===== config.mk =====
export PLATFORM = sky130hd
export DESIGN_NAME = pebt_host
export DESIGN_NICKNAME = d
export VERILOG_FILES = /design/src/logic/pebt_pkg.sv /design/src/logic/pebt_tmr_if.sv /design/src/logic/pebt_host.sv /design/src/logic/pebt_timer.sv
export SDC_FILE = /design/constraint.sdc
export NUM_CORES = 1
export LEC_CHECK = 0
export BUFFER_PORTS_ARGS = -buffer_cell sky130_fd_sc_hd__clkbuf_2
export CORE_MARGIN = 3
export CORE_UTILIZATION = 60
export CTS_BUF_LIST = sky130_fd_sc_hd__clkbuf_4 sky130_fd_sc_hd__clkbuf_8
export DETAILED_ROUTE_END_ITERATION = 12
export HOLD_SLACK_MARGIN = 0.08
export PLACE_DENSITY = 0.93
export SLEW_MARGIN = 20
export SYNTH_ARGS = -nofsm -noshare
export SYNTH_HDL_FRONTEND = slang
export SYNTH_SLANG_ARGS = --single-unit

===== constraint.sdc =====
create_clock -name core_clk_in -period 3.8 [get_ports core_clk_in]
set_input_delay 0.38 -clock core_clk_in [delete_from_list [all_inputs] [get_ports core_clk_in]]
set_output_delay 0.38 -clock core_clk_in [all_outputs]
set_load 0.03 [all_outputs]

===== src/logic/pebt_pkg.sv =====
// package for the parallel eeprom host controller: timing figures and states
// assumes a 200 MHz core clock; all times converted to whole cycles here
package pebt_pkg;
    localparam int CLK_PERIOD_PS = 5000;
    localparam int ADDR_W = 13;
    localparam int DATA_W = 8;
    localparam int PAGE_LO = 6;
    localparam int TOGGLE_BIT = 6;
    localparam int POLL_BIT = 7;
    // read timing, slowest grade by default, ns
    localparam int READ_PERIOD_NS = 120;
    localparam int OUT_DRIVE_FLOAT_NS = 30;
    // write strobe timing, ns
    localparam int STROBE_WIDTH_NS = 50;
    localparam int STROBE_HIGH_RECOVERY_NS = 50;
    localparam int ADDR_HOLD_NS = 50;
    // byte load spacing, ns (min 0.15 us, max 100 us)
    localparam int BYTE_LOAD_MIN_NS = 150;
    localparam int BYTE_LOAD_MAX_NS = 100000;
    // delay to next write, ns
    localparam int NEXT_WRITE_DELAY_NS = 10000;
    // internal write time, us (max)
    localparam int INTERNAL_WRITE_TIME_US = 5000;
    function automatic int ns_up(input int ns);
        return (ns * 1000 + CLK_PERIOD_PS - 1) / CLK_PERIOD_PS;
    endfunction
    function automatic int ns_down(input int ns);
        return (ns * 1000) / CLK_PERIOD_PS;
    endfunction
    localparam int READ_CYC = ns_up(READ_PERIOD_NS);
    localparam int FLOAT_CYC = ns_up(OUT_DRIVE_FLOAT_NS);
    localparam int STROBE_CYC = ns_up(STROBE_WIDTH_NS);
    localparam int RECOVER_CYC = ns_up(STROBE_HIGH_RECOVERY_NS);
    localparam int HOLD_CYC = ns_up(ADDR_HOLD_NS);
    localparam int LOAD_MIN_CYC = ns_up(BYTE_LOAD_MIN_NS);
    localparam int LOAD_MAX_CYC = ns_down(BYTE_LOAD_MAX_NS);
    localparam int NEXT_WRITE_CYC = ns_up(NEXT_WRITE_DELAY_NS);
    localparam int WRITE_TIME_CYC = INTERNAL_WRITE_TIME_US * 200;
    localparam int CNT_W = 24;
    typedef enum logic [6:0] {
        PEBT_IDLE  = 7'h01,
        PEBT_RD    = 7'h02,
        PEBT_RFLT  = 7'h04,
        PEBT_WLOW  = 7'h08,
        PEBT_WHIGH = 7'h10,
        PEBT_BUSY  = 7'h20,
        PEBT_GAP   = 7'h40
    } pebt_state_t;
endpackage


===== src/logic/pebt_tmr_if.sv =====
// interface between controller and its down-counting timer
// assumes one clock domain; load and expiry are same-cycle signals
`timescale 1ns/1ps
interface pebt_tmr_if;
    logic load;
    logic [pebt_pkg::CNT_W-1:0] value;
    logic done;
    modport ctl (output load, output value, input done);
    modport tmr (input load, input value, output done);
endinterface


===== src/logic/pebt_host.sv =====
// host controller driving an asynchronous byte-wide eeprom through its pins
// assumes the user holds a command until accepted; one clock, all outputs registered
`timescale 1ns/1ps
module pebt_host
#(
    parameter int WRITE_WAIT_CYC = pebt_pkg::WRITE_TIME_CYC, // max write time
    parameter bit USE_POLL = 1'b1 // end write by toggle polling
) (
    input wire logic core_clk_in, // core clock 200 MHz
    input wire logic sys_rst_in, // async reset, high
    input wire logic cmd_valid_in, // command request
    input wire logic cmd_write_in, // 1 write byte, 0 read
    input wire logic cmd_last_in, // last byte of a page
    input wire logic [pebt_pkg::ADDR_W-1:0] cmd_addr_in, // byte address
    input wire logic [pebt_pkg::DATA_W-1:0] cmd_wdata_in, // write data
    output logic cmd_ready_out, // command accepted this cycle
    output logic rd_valid_out, // read data pulse
    output logic [pebt_pkg::DATA_W-1:0] rd_data_out, // read data
    output logic busy_out, // internal write in progress
    output logic page_err_out, // page select bits changed, byte dropped
    output logic [pebt_pkg::ADDR_W-1:0] mem_addr_out, // address pins
    output logic mem_chip_sel_n_out, // chip enable, low active
    output logic mem_out_en_n_out, // output enable, low active
    output logic mem_wr_en_n_out, // write enable, low active
    output logic [pebt_pkg::DATA_W-1:0] mem_dq_out, // data pins out
    output logic mem_dq_oe_n_out, // data pin drive enable, low drives
    input wire logic [pebt_pkg::DATA_W-1:0] mem_dq_in // data pins in
);
    import pebt_pkg::*;
    // read wait covers the slowest access time plus the two sync stages
    localparam int RD_WAIT_CYC = READ_CYC + 2;
    // refuse waits that the saturating age counter cannot reach
    if (WRITE_WAIT_CYC < 1 || WRITE_WAIT_CYC + LOAD_MAX_CYC >= (1 << CNT_W)) begin : g_bad_wait
        $error("write wait count out of range");
    end
    pebt_tmr_if tm ();
    pebt_timer u_tmr (
        .core_clk_in(core_clk_in),
        .sys_rst_in(sys_rst_in),
        .t(tm)
    );
    function automatic logic [CNT_W-1:0] cyc(input int n);
        return CNT_W'(n);
    endfunction
    pebt_state_t st_r, st_nxt;
    logic [DATA_W-1:0] s1_r, s2_r;
    logic in_page_r, in_page_nxt, poll_r, poll_nxt, prev6_r, prev6_nxt;
    logic last_r, last_nxt, pfirst_r, pfirst_nxt;
    logic [CNT_W-1:0] load_age_r, load_age_nxt;
    logic [ADDR_W-1:0] addr_r, addr_nxt;
    logic [DATA_W-1:0] dq_r, dq_nxt, rd_r, rd_nxt;
    logic cs_n_r, cs_n_nxt, oe_n_r, oe_n_nxt, we_n_r, we_n_nxt, dqoe_n_r, dqoe_n_nxt;
    logic rdy_r, rdy_nxt, rdv_r, rdv_nxt, busy_r, busy_nxt, perr_r, perr_nxt;
    // data pins synchronised before use
    always_ff @(posedge core_clk_in or posedge sys_rst_in) begin
        if (sys_rst_in) begin
            s1_r <= '0;
            s2_r <= '0;
        end else begin
            s1_r <= mem_dq_in;
            s2_r <= s1_r;
        end
    end
    // next state of the pin sequencer
    always_comb begin
        st_nxt = st_r;
        in_page_nxt = in_page_r;
        poll_nxt = poll_r;
        prev6_nxt = prev6_r;
        last_nxt = last_r;
        pfirst_nxt = pfirst_r;
        addr_nxt = addr_r;
        dq_nxt = dq_r;
        rd_nxt = rd_r;
        cs_n_nxt = cs_n_r;
        oe_n_nxt = oe_n_r;
        we_n_nxt = we_n_r;
        dqoe_n_nxt = dqoe_n_r;
        rdy_nxt = 1'b0;
        rdv_nxt = 1'b0;
        busy_nxt = busy_r;
        perr_nxt = 1'b0;
        load_age_nxt = (load_age_r == '1) ? load_age_r : load_age_r + 1'b1;
        tm.load = 1'b0;
        tm.value = '0;
        case (st_r)
            PEBT_IDLE: begin
                if (in_page_r && load_age_r >= cyc(LOAD_MIN_CYC + LOAD_MAX_CYC) / 2) begin
                    // close page well inside the longest spacing
                    st_nxt = PEBT_BUSY;
                    in_page_nxt = 1'b0;
                    busy_nxt = 1'b1;
                end else if (cmd_valid_in && !rdy_r && tm.done) begin
                    addr_nxt = cmd_addr_in;
                    cs_n_nxt = 1'b0;
                    if (!cmd_write_in) begin
                        oe_n_nxt = 1'b0; // read: select and oe low, we high
                        dqoe_n_nxt = 1'b1;
                        st_nxt = PEBT_RD;
                        poll_nxt = 1'b0;
                        tm.load = 1'b1;
                        tm.value = cyc(RD_WAIT_CYC);
                    end else if (in_page_r &&
                            cmd_addr_in[ADDR_W-1:PAGE_LO] != addr_r[ADDR_W-1:PAGE_LO]) begin
                        cs_n_nxt = 1'b1;
                        addr_nxt = addr_r;
                        perr_nxt = 1'b1;
                        rdy_nxt = 1'b1;
                    end else if (!in_page_r || load_age_r >= cyc(LOAD_MIN_CYC)) begin
                        we_n_nxt = 1'b0; // we-controlled byte load
                        dq_nxt = cmd_wdata_in;
                        dqoe_n_nxt = 1'b0; // device floated long ago
                        last_nxt = cmd_last_in;
                        st_nxt = PEBT_WLOW;
                        load_age_nxt = '0;
                        tm.load = 1'b1;
                        tm.value = cyc(STROBE_CYC);
                    end else begin
                        cs_n_nxt = 1'b1;
                        addr_nxt = addr_r;
                    end
                end
            end
            PEBT_RD: begin
                if (tm.done) begin
                    // pins sampled after the access time, then two sync stages
                    rd_nxt = s2_r;
                    cs_n_nxt = 1'b1;
                    oe_n_nxt = 1'b1;
                    st_nxt = PEBT_RFLT;
                    tm.load = 1'b1;
                    tm.value = cyc(FLOAT_CYC);
                end
            end
            PEBT_RFLT: begin
                if (tm.done) begin
                    if (poll_r) begin
                        // polled toggle bit stops flipping when done
                        if (!pfirst_r && rd_r[TOGGLE_BIT] == prev6_r) begin
                            busy_nxt = 1'b0;
                            st_nxt = PEBT_GAP;
                            tm.load = 1'b1;
                            tm.value = cyc(NEXT_WRITE_CYC);
                        end else begin
                            prev6_nxt = rd_r[TOGGLE_BIT];
                            st_nxt = PEBT_BUSY;
                        end
                    end else begin
                        rdv_nxt = 1'b1;
                        rdy_nxt = 1'b1;
                        st_nxt = PEBT_IDLE;
                    end
                end
            end
            PEBT_WLOW: begin
                if (tm.done) begin
                    we_n_nxt = 1'b1;
                    st_nxt = PEBT_WHIGH;
                    tm.load = 1'b1;
                    tm.value = cyc(RECOVER_CYC > HOLD_CYC ? RECOVER_CYC : HOLD_CYC);
                end
            end
            PEBT_WHIGH: begin
                if (tm.done) begin
                    cs_n_nxt = 1'b1;
                    dqoe_n_nxt = 1'b1;
                    rdy_nxt = 1'b1;
                    if (last_r) begin
                        st_nxt = PEBT_BUSY;
                        in_page_nxt = 1'b0;
                        busy_nxt = 1'b1;
                    end else begin
                        in_page_nxt = 1'b1;
                        st_nxt = PEBT_IDLE;
                    end
                end
            end
            PEBT_BUSY: begin
                // no writes issued while device writes
                // timeout from the last load covers the load window and write
                if (load_age_r >= cyc(WRITE_WAIT_CYC + LOAD_MAX_CYC)) begin
                    busy_nxt = 1'b0;
                    st_nxt = PEBT_GAP;
                    tm.load = 1'b1;
                    tm.value = cyc(NEXT_WRITE_CYC);
                end else if (USE_POLL) begin
                    // the first poll of a write only records the toggle level
                    pfirst_nxt = !poll_r;
                    cs_n_nxt = 1'b0; // polling read
                    oe_n_nxt = 1'b0;
                    poll_nxt = 1'b1;
                    st_nxt = PEBT_RD;
                end
            end
            PEBT_GAP: begin
                if (tm.done) begin
                    st_nxt = PEBT_IDLE;
                    poll_nxt = 1'b0;
                end
            end
            default: begin
                st_nxt = PEBT_IDLE;
            end
        endcase
        // polling read loads its own read timer
        if (st_r == PEBT_BUSY && st_nxt == PEBT_RD) begin
            tm.load = 1'b1;
            tm.value = cyc(RD_WAIT_CYC);
        end
    end
    // register all state and pins
    always_ff @(posedge core_clk_in or posedge sys_rst_in) begin
        if (sys_rst_in) begin
            st_r <= PEBT_IDLE;
            in_page_r <= 1'b0;
            poll_r <= 1'b0;
            prev6_r <= 1'b0;
            last_r <= 1'b0;
            pfirst_r <= 1'b0;
            load_age_r <= '0;
            addr_r <= '0;
            dq_r <= '0;
            rd_r <= '0;
            cs_n_r <= 1'b1;
            oe_n_r <= 1'b1;
            we_n_r <= 1'b1;
            dqoe_n_r <= 1'b1;
            rdy_r <= 1'b0;
            rdv_r <= 1'b0;
            busy_r <= 1'b0;
            perr_r <= 1'b0;
        end else begin
            st_r <= st_nxt;
            in_page_r <= in_page_nxt;
            poll_r <= poll_nxt;
            prev6_r <= prev6_nxt;
            last_r <= last_nxt;
            pfirst_r <= pfirst_nxt;
            load_age_r <= load_age_nxt;
            addr_r <= addr_nxt;
            dq_r <= dq_nxt;
            rd_r <= rd_nxt;
            cs_n_r <= cs_n_nxt;
            oe_n_r <= oe_n_nxt;
            we_n_r <= we_n_nxt;
            dqoe_n_r <= dqoe_n_nxt;
            rdy_r <= rdy_nxt;
            rdv_r <= rdv_nxt;
            busy_r <= busy_nxt;
            perr_r <= perr_nxt;
        end
    end
    assign cmd_ready_out = rdy_r;
    assign rd_valid_out = rdv_r;
    assign rd_data_out = rd_r;
    assign busy_out = busy_r;
    assign page_err_out = perr_r;
    assign mem_addr_out = addr_r;
    assign mem_chip_sel_n_out = cs_n_r;
    assign mem_out_en_n_out = oe_n_r;
    assign mem_wr_en_n_out = we_n_r;
    assign mem_dq_out = dq_r;
    assign mem_dq_oe_n_out = dqoe_n_r;
endmodule


===== src/logic/pebt_timer.sv =====
// loadable down counter; done is high while the count is zero
// assumes load pulses from logic on the same clock
`timescale 1ns/1ps
module pebt_timer (
    input wire logic core_clk_in, // core clock
    input wire logic sys_rst_in, // async reset, high
    pebt_tmr_if.tmr t // load and expiry
);
    import pebt_pkg::*;
    logic [CNT_W-1:0] cnt_r;
    logic [CNT_W-1:0] cnt_nxt;
    // next count
    always_comb begin
        cnt_nxt = cnt_r;
        if (t.load) begin
            cnt_nxt = t.value;
        end else if (cnt_r != '0) begin
            cnt_nxt = cnt_r - 1'b1;
        end
    end
    // register
    always_ff @(posedge core_clk_in or posedge sys_rst_in) begin
        if (sys_rst_in) begin
            cnt_r <= '0;
        end else begin
            cnt_r <= cnt_nxt;
        end
    end
    // expiry depends on the count alone, so the caller may load on it without a loop
    assign t.done = (cnt_r == '0);
endmodule


==> results of run 1 <==
power by group:
group | internal, uW | switching, uW | leakage (uW) | total [uW]
Sequential | 1210 | 3.05 | 0.00133 | 1210
Clock | 547 | 614 | 0.000193 | 1160
Combinational | 21.9 | 36.3 | 0.00135 | 58.2
Total | 1780 | 653 | 0.00288 | 2430
stage by stage:
stage,std cells,util,power (uW),worst slack [ns]
final,724,0.7419,2433,0.5081
after global routing,724,0.7419,2497,0.3822
after CTS,724,0.7416,2437,0.6064
after detailed placement,684,0.6857,1288,0.8005
after global placement,684,0.6857,1283,0.9814
after floorplan,520,-,1258,0.4409
flip-flops by register name, summed over array words and instances (netlist names), 7 cells and up:
| register | count |
|---|---|
| s2_r | 8 |
| mem_dq_out | 8 |
| mem_addr_out | 13 |
| s1_r | 8 |
| rd_data_out | 8 |
| load_age_r | 24 |
| u_tmr.cnt_r | 24 |
| st_r | 7 |
worst max-delay path, stage by stage, from the launching register on:
cell	delay, ns
sky130_fd_sc_hd__dfrtp_1	0.43
sky130_fd_sc_hd__nor4_1	0.71
sky130_fd_sc_hd__nand4b_1	0.41
sky130_fd_sc_hd__nor3_2	0.48
sky130_fd_sc_hd__nand3_1	0.20
sky130_fd_sc_hd__nor2_4	0.50
sky130_fd_sc_hd__mux2_2	0.43
cell type report:
type / count / area [um2]
clock buffers: 17 / 234.0
clock inverters: 15 / 158.9
fillers: 493 / 2185
inverters: 8 / 35.03
multi-input cells: 383 / 2419
flip-flops and latches: 113 / 2834
well taps: 105 / 131.4
repair buffers: 83 / 467.9
cells by family (layout without fill, tap and decap cells):
| family | after synthesis | after routing |
|---|---|---|
| AND/OR/NAND/NOR | 245 | 245 |
| flip-flops | 113 | 113 |
| AO/OA/AOI/OAI | 69 | 69 |
| XOR/XNOR | 47 | 47 |
| buffers and inverters | 24 | 123 |
| multiplexers | 19 | 19 |
| adder cells (fa/ha/maj) | 3 | 3 |
how the worst max path moves through the flow:
stage | slack [ns] | from | cells after the start | endpoint
4_1_cts | 0.61 | u_tmr.cnt_r[7]$_DFFE_PP0P_ | 6 | last_r$_DFFE_PP0P_
3_3_place_gp | 0.98 | u_tmr.cnt_r[7]$_DFFE_PP0P_ | 6 | mem_dq_out[3]$_DFFE_PP0P_
6_report | 0.51 | u_tmr.cnt_r[7]$_DFFE_PP0P_ | 6 | last_r$_DFFE_PP0P_
5_1_grt | 0.38 | u_tmr.cnt_r[7]$_DFFE_PP0P_ | 6 | mem_dq_out[5]$_DFFE_PP0P_
2_1_floorplan | 0.44 | sys_rst_in | 1 | busy_out$_DFFE_PP0P_
3_5_place_dp | 0.80 | u_tmr.cnt_r[7]$_DFFE_PP0P_ | 6 | last_r$_DFFE_PP0P_
Yosys cell counts, types with 4 or more instances:
library cell,number
sky130_fd_sc_hd__xnor2_1,27
sky130_fd_sc_hd__or3_1,5
sky130_fd_sc_hd__a21oi_1,14
sky130_fd_sc_hd__nor4_1,13
sky130_fd_sc_hd__xor2_1,20
sky130_fd_sc_hd__mux2_2,15
sky130_fd_sc_hd__and4_1,7
sky130_fd_sc_hd__nand3_1,22
sky130_fd_sc_hd__dfrtp_1,108
sky130_fd_sc_hd__buf_6,6
sky130_fd_sc_hd__and3_1,4
sky130_fd_sc_hd__nor3_1,18
sky130_fd_sc_hd__a211oi_1,4
sky130_fd_sc_hd__a31oi_1,8
sky130_fd_sc_hd__inv_1,8
sky130_fd_sc_hd__or4_1,5
sky130_fd_sc_hd__dfstp_2,5
sky130_fd_sc_hd__nand4_1,10
sky130_fd_sc_hd__nor2_1,57
sky130_fd_sc_hd__nand2_1,74
sky130_fd_sc_hd__clkbuf_1,6
sky130_fd_sc_hd__nand4b_1,4
sky130_fd_sc_hd__mux2_4,4
sky130_fd_sc_hd__o21ai_0,22
routing by layer:
metal  up-vias  share of wire  track usage
met5         -              0            0
met4         0          0.067       0.1861
met3       102          0.083      0.09689
met2       312           0.50       0.5215
met1      2233           0.35       0.3475
li1       2023              -            -
repair_timing:
item | CTS | global route
endpoints found under the hold margin | 8 | 0
hold buffers | 8 | 0
gates resized for setup | 0 | 0
==> impl_summary.txt, run 1 <==
----------------------------------------------------
[Drt]
  Count of unresolved DRC violations after routing ... 0
  Starting DRC count in detailed routing ... 429
  Vias per cell ... between 6 and 7
  Number of nets with antenna violations after detailed routing ... 0
  Routed length per placed instance ... 20.88 um
  Number of vias in the routed layout ... around 4700
  Drt first pass iters ... 5
  Routed Wire Length ... 15120 um

[Status]
  Result of the run ... finished clean

[Yosys]
  Top-area cell type share of the netlist area ... 0.5002
  Synth warnings ... 0
  Syn Area/Cell ... between 10 and 15 um2
  Dominant synthesized flop cell ... sky130_fd_sc_hd__dfrtp_1
  Synthesized-area fraction occupied by and/or/nand/nor cells ... 0.2376
  Count of flip-flops with a built-in enable after synthesis ... 0
  Share of cell area taken by muxes after synthesis ... 0.04238
  Distinct cell type count after synthesis ... 61
  Largest area contributor in the synthesized netlist ... sky130_fd_sc_hd__dfrtp_1
  Async set or reset register ratio after synthesis ... 1.000
  Area of the mapped netlist ... 0.005403 mm2
  Main combinational cell family by area after synthesis ... simple AND/OR/NAND/NOR gates
  Post-Synth XOR/XNOR Area ... 0.07619
  Main area contributors after synthesis ... sky130_fd_sc_hd__dfrtp_1, sky130_fd_sc_hd__nand2_1, sky130_fd_sc_hd__xnor2_1
  Synthesized net count ... 557
  Adder-cell share of the synthesized area ... 0.006948
  Compound-Gate Fraction of Synth Area ... 0.08453
  Number of standard cells after synthesis ... 520
  Yosys reg bits ... 113
  Sequential-to-total area share from yosys stat ... 0.5245

[Critical path]
  Worst EP arrival ... 3.62 ns
  FF-to-FF Start ... u_tmr.cnt_r[7]$_DFFE_PP0P_
  Type of element launching the critical path ... register
  Kind of end point of the critical path ... register
  Reg-to-Reg End ... last_r$_DFFE_PP0P_
  Path type of the worst setup path ... reg -> reg
  CP Data Required Time ... approximately 4.1 ns
  Largest fanout on the critical path ... 21
  Setup slack of the worst register-to-register path ... 0.51 ns
  Number of cells on the worst reg-to-reg path ... 6

[Pwr]
  Worst vdd ir ... 467.4 uV
  Total leakage power ... 0.002878 uW
  Pwr Density ... 387.4 mW/mm2

[Die]
  Die Area ... 0.01018 mm2
  Count of standard-cell rows ... 33
  Ports placed on the boundary ... 71
  Die extent in x ... 100.9 um
  Placeable core region ... 0.008464 mm2
  Effective utilization at floorplan ... 0.6383
  Vert. Die Dim ... 100.9 um

[Clocking]
  Clk buf depth ... 2
  Number of buffers created by CTS ... 17
  TritonCTS sink count ... approximately 110
  Worst skew pair latency ... 0.45 ns
  Clock edge transition at the registers on the reported setup and hold paths ... 0.09 ns
  Clock H-tree levels ... 4
  Clock Root Buffer ... sky130_fd_sc_hd__clkbuf_8
  Number of setup buffers added after CTS ... 0
  Clock tree from TritonCTS ... done

[Cells and area]
  Fraction of layout cells with a size suffix above 1 ... 0.2375
  Cell area after layout ... around 0.0063 mm2
  Net total in the final layout ... 643
  Number of antenna repair diodes ... 0
  Commonest cells after routing, fill and taps aside ... sky130_fd_sc_hd__dfrtp_1, sky130_fd_sc_hd__nand2_1, sky130_fd_sc_hd__clkbuf_2
  Area growth from synthesis to layout ... 16.23%
  Most common library cell in the layout ignoring fill and taps ... sky130_fd_sc_hd__dfrtp_1

[Timing]
  Clock Skews ... 0.01643 ns
  Normalized max-slew margin ... 0.2995
  Part of the cycle the worst path needs ... 0.8663
  Final number of setup-violating endpoints ... 0
  Slew at the pin with the worst max-slew slack ... approximately 1.0 ns
  Minimum clock period after layout ... about 3.3 ns
  Hold Slack ... 0.09926 ns
  Final hold violation count ... 0
  Post-route setup TNS ... 0 ns
  Final Slew Violations ... 0
  Maximum clock frequency ... 303.8 MHz
  RSZ-0062 raised after global routing ... false

[Place]
  IO Port Bufs ... 70
  Last weighted congestion value of the routability-driven placer ... 0.9335
  Post-place instance area ... between 0.005 and 0.006 mm2
  Detailed-placement wirelength estimate ... 9077 um

[Global routing]
  Antenna violations before repair ... 0
  Global-route wire length before repair ... 24250 um
  Total grt overflow ... 0
  Total routing resource utilization after global routing ... 0.3115
  Via count of the first global-routing pass ... about 4800
  Maximum number of pins on one net before global-route repair ... 95

[Worst hold path]
  Classification of the worst-slack hold path ... in -> async

[Flow run]
  Max-cap violations ... 0

----------------------------------------------------
Note: power is estimated with default switching activity, not from simulation.
==> run 2: changes to the inputs <==
--- a/config.mk
+++ b/config.mk
@@ -7,12 +7,13 @@
 export LEC_CHECK = 0
 export BUFFER_PORTS_ARGS = -buffer_cell sky130_fd_sc_hd__clkbuf_2
 export CORE_MARGIN = 3
-export CORE_UTILIZATION = 60
+export CORE_UTILIZATION = 50
 export CTS_BUF_LIST = sky130_fd_sc_hd__clkbuf_4 sky130_fd_sc_hd__clkbuf_8
 export DETAILED_ROUTE_END_ITERATION = 12
 export HOLD_SLACK_MARGIN = 0.08
-export PLACE_DENSITY = 0.93
+export PLACE_DENSITY = 0.81
 export SLEW_MARGIN = 20
 export SYNTH_ARGS = -nofsm -noshare
 export SYNTH_HDL_FRONTEND = slang
+export SYNTH_HIERARCHICAL = 1
 export SYNTH_SLANG_ARGS = --single-unit
==> impl_summary.txt, run 2 <==
----------------------------------------------------
[Drt]
  Number of nets with antenna violations after detailed routing ... 0
  Drt first pass iters ... 5
  Starting DRC count in detailed routing ... ~430
  Count of unresolved DRC violations after routing ... 0
  Routed Wire Length ... around 13000 um
  Number of vias in the routed layout ... 4625
  Routed length per placed instance ... 16.79 um
  Vias per cell ... about 5.8

[Die]
  Die Area ... 0.01268 mm2
  Placeable core region ... 0.01098 mm2
  Die extent in x ... 112.6 um
  Effective utilization at floorplan ... 0.5172
  Vert. Die Dim ... 112.6 um
  Count of standard-cell rows ... 38
  Ports placed on the boundary ... between 70 and 80

[Yosys]
  Largest area contributor in the synthesized netlist ... sky130_fd_sc_hd__dfrtp_1
  Syn Area/Cell ... 10.60 um2
  Main area contributors after synthesis ... sky130_fd_sc_hd__dfrtp_1, sky130_fd_sc_hd__mux2_2, sky130_fd_sc_hd__nor2_1
  Distinct cell type count after synthesis ... 76
  Yosys reg bits ... about 110
  Async set or reset register ratio after synthesis ... 1.000
  Synth warnings ... 6
  Top-area cell type share of the netlist area ... 0.4758
  Area of the mapped netlist ... 0.005680 mm2
  Number of standard cells after synthesis ... 536
  Dominant synthesized flop cell ... sky130_fd_sc_hd__dfrtp_1
  Sequential-to-total area share from yosys stat ... 0.4989
  Count of flip-flops with a built-in enable after synthesis ... 0
  Most frequent cell after synthesis ... sky130_fd_sc_hd__dfrtp_1
  Synth top cells by count ... sky130_fd_sc_hd__dfrtp_1, sky130_fd_sc_hd__nor2_1, sky130_fd_sc_hd__nand2_1

[Timing]
  Clock Skews ... 0.009776 ns
  Worst setup slack after layout ... 0.2895 ns
  Post-route setup TNS ... 0 ns
  RSZ-0062 raised after global routing ... false
  Final Slew Violations ... 0
  Slew at the pin with the worst max-slew slack ... 1.077 ns
  Final hold violation count ... 0
  Normalized max-slew margin ... 0.2719
  Hold Slack ... 0.1578 ns
  Final number of setup-violating endpoints ... 0
  Part of the cycle the worst path needs ... 0.9238
  Maximum clock frequency ... 284.9 MHz
  Minimum clock period after layout ... ~3.5 ns

[Pwr]
  Worst vdd ir ... 320.1 uV
  Total leakage power ... approximately 0.0031 uW
  Post-layout power ... 2396 uW
  Pwr Density ... 354.1 mW/mm2

[Place]
  Pre-CTS setup slack ... 0.3694 ns
  Detailed-placement wirelength estimate ... 9557 um
  Last weighted congestion value of the routability-driven placer ... 0.9253
  IO Port Bufs ... 70

[Clocking]
  Worst skew pair latency ... 0.45 ns
  Clock edge transition at the registers on the reported setup and hold paths ... approximately 0.080 ns
  Number of instances resized during post-cts repair ... 0
  Clock Root Buffer ... sky130_fd_sc_hd__clkbuf_8
  Clock tree from TritonCTS ... done
  TritonCTS sink count ... 113
  Number of buffers created by CTS ... 17
  Clk buf depth ... 2
  Clock H-tree levels ... 4

[Critical path]
  Path type of the worst setup path ... reg -> reg
  Series of cell instances along the critical path ... or4_1 > nor4_2 > a221oi_1 > a41oi_1 > inv_1 > or4_1 > inv_1 > o21ai_2 > a22oi_1
  Launch point of the critical path ... load_age_r[13]$_DFF_PP0_
  Worst EP arrival ... roughly 3.9 ns
  FF-to-FF Start ... load_age_r[13]$_DFF_PP0_
  Type of element launching the critical path ... register
  Worst Path Buf+Inv ... 2
  Number of cells on the worst reg-to-reg path ... 9
  Crit-path leading delay family ... simple AND/OR/NAND/NOR gates
  CP Data Required Time ... 4.16 ns
  Crit-path max cell delay ... slightly below 0.6 ns
  Instance count on the critical path ... 9
  Kind of end point of the critical path ... register
  Critical Path Slowest Stage Cell ... sky130_fd_sc_hd__or4_1
  Largest fanout on the critical path ... 16

[Global routing]
  Total routing resource utilization after global routing ... 0.2229
  Total grt overflow ... 0
  Maximum number of pins on one net before global-route repair ... 39
  Antenna violations before repair ... 0
  Global-route wire length before repair ... 22630 um
  Via count of the first global-routing pass ... 4708

[Cells and area]
  Fillers ... 875
  Commonest cells after routing, fill and taps aside ... sky130_fd_sc_hd__dfrtp_1, sky130_fd_sc_hd__clkbuf_2, sky130_fd_sc_hd__nor2_1
  Area taken by flip-flops and latches ... 0.002834 mm2
  Number of antenna repair diodes ... 0
  Most common library cell in the layout ignoring fill and taps ... sky130_fd_sc_hd__dfrtp_1
  Net total in the final layout ... 683
  Area growth from synthesis to layout ... 19.12%
  Combined area of the multi-input logic cells ... about 0.0027 mm2
  Fraction of layout cells with a size suffix above 1 ... 0.2842

[Worst hold path]
  Hold_sp ... cmd_wdata_in[5]
  Classification of the worst-slack hold path ... in -> reg
  Hold-critical path depth ... 2

[Status]
  Result of the run ... finished clean

[Flow run]
  Max-cap violations ... 0

----------------------------------------------------
-- run 2: changes by cell type after synthesis, sizes merged, moves of 6 or more --
cell | previous run | this run
mux2 | 19 | 33
a22oi | 0 | 6
nand2 | 74 | 41
nand4 | 10 | 16
nor2 | 59 | 53
xnor2 | 27 | 18
o31a | 1 | 8
inv | 8 | 16
-- run 2: metal layers --
metal | global-route usage | routed length (um) | up-vias
li1 | - | - | 2172
met1 | 0.2721 | 5542 | 2285
met2 | 0.3764 | 6988 | 135
met3 | 0.04528 | 544 | 33
met4 | 0.1098 | 320 | 0
met5 | 0 | 0 | -
-- run 2: power breakdown --
| part | switching (uW) | internal [uW] | leakage (uW) |
|---|---|---|---|
| Sequential | 2.45 | 1210 | 0.00135 |
| Combinational | 36.5 | 22.9 | 0.00154 |
| Clock | 576 | 546 | 0.000196 |
-- run 2: worst reg2reg max path, stage by stage (launching register included) --
cell and delay (ns):
sky130_fd_sc_hd__dfrtp_1 0.44, sky130_fd_sc_hd__or4_1 0.57, sky130_fd_sc_hd__nor4_2 0.27, sky130_fd_sc_hd__a221oi_1 0.17
sky130_fd_sc_hd__a41oi_1 0.29, sky130_fd_sc_hd__inv_1 0.15, sky130_fd_sc_hd__or4_1 0.59, sky130_fd_sc_hd__inv_1 0.44
sky130_fd_sc_hd__o21ai_2 0.25, sky130_fd_sc_hd__a22oi_1 0.25
-- run 2: final cells by class --
type | instances | share of cell area
clock buffer | 17 | 0.03458
clock inverter | 15 | 0.02330
inverter | 16 | 0.009061
multi-input combinational | 401 | 0.4044
sequential | 113 | 0.4188
tap | 140 | 0.02589
timing repair buffer | 96 | 0.08395
-- run 2: path summary, 6_finish.rpt --
path / slack, ns / endpoint
min reg2reg: 0.35 / s2_r[0]$_DFF_PP0_
max in group asynchronous: 2.50 / u_tmr/cnt_r[1]$_DFFE_PP0P_
max reg2reg: 0.29 / u_tmr/cnt_r[22]$_DFFE_PP0P_
max: 0.29 / u_tmr/cnt_r[22]$_DFFE_PP0P_
min in group asynchronous: 0.46 / mem_dq_out[2]$_DFFE_PP0P_
min: 0.16 / mem_dq_out[5]$_DFFE_PP0P_
-- run 2: kinds of logic (layout without fill, tap and decap cells) --
| kind of cell | Yosys count | in the layout | synth area share |
|---|---|---|---|
| xor+xnor | 35 | 35 | 0.05396 |
| mux | 34 | 34 | 0.07247 |
| fa+ha+maj | 4 | 4 | 0.008811 |
| simple gates | 211 | 211 | 0.2068 |
| flops | 113 | 113 | 0.4989 |
| other cells | 1 | 15 | 0.0006602 |
| compound gates | 102 | 102 | 0.1289 |
| buf+inv | 36 | 144 | 0.02951 |
-- run 2: what timing repair did --
| action | 4_1_cts | 5_1_grt |
|---|---|---|
| hold buffers | 9 | 0 |
| endpoints found under the hold margin | 29 | 0 |
| buffers inserted | 0 | 0 |
| endpoints found under the setup margin | 0 | 0 |
-- run 2: per-stage QoR --
| stage | instance area, um2 | std cells | util |
|---|---|---|---|
| 6_report | 6766 | 798 | 0.6161 |
| 5_1_grt | 6766 | 798 | 0.6161 |
| 4_1_cts | 6766 | 798 | 0.6161 |
| 3_5_place_dp | 6285 | 757 | 0.5722 |
| 3_3_place_gp | 6285 | 757 | 0.5722 |
| 2_1_floorplan | 5733 | 550 | - |
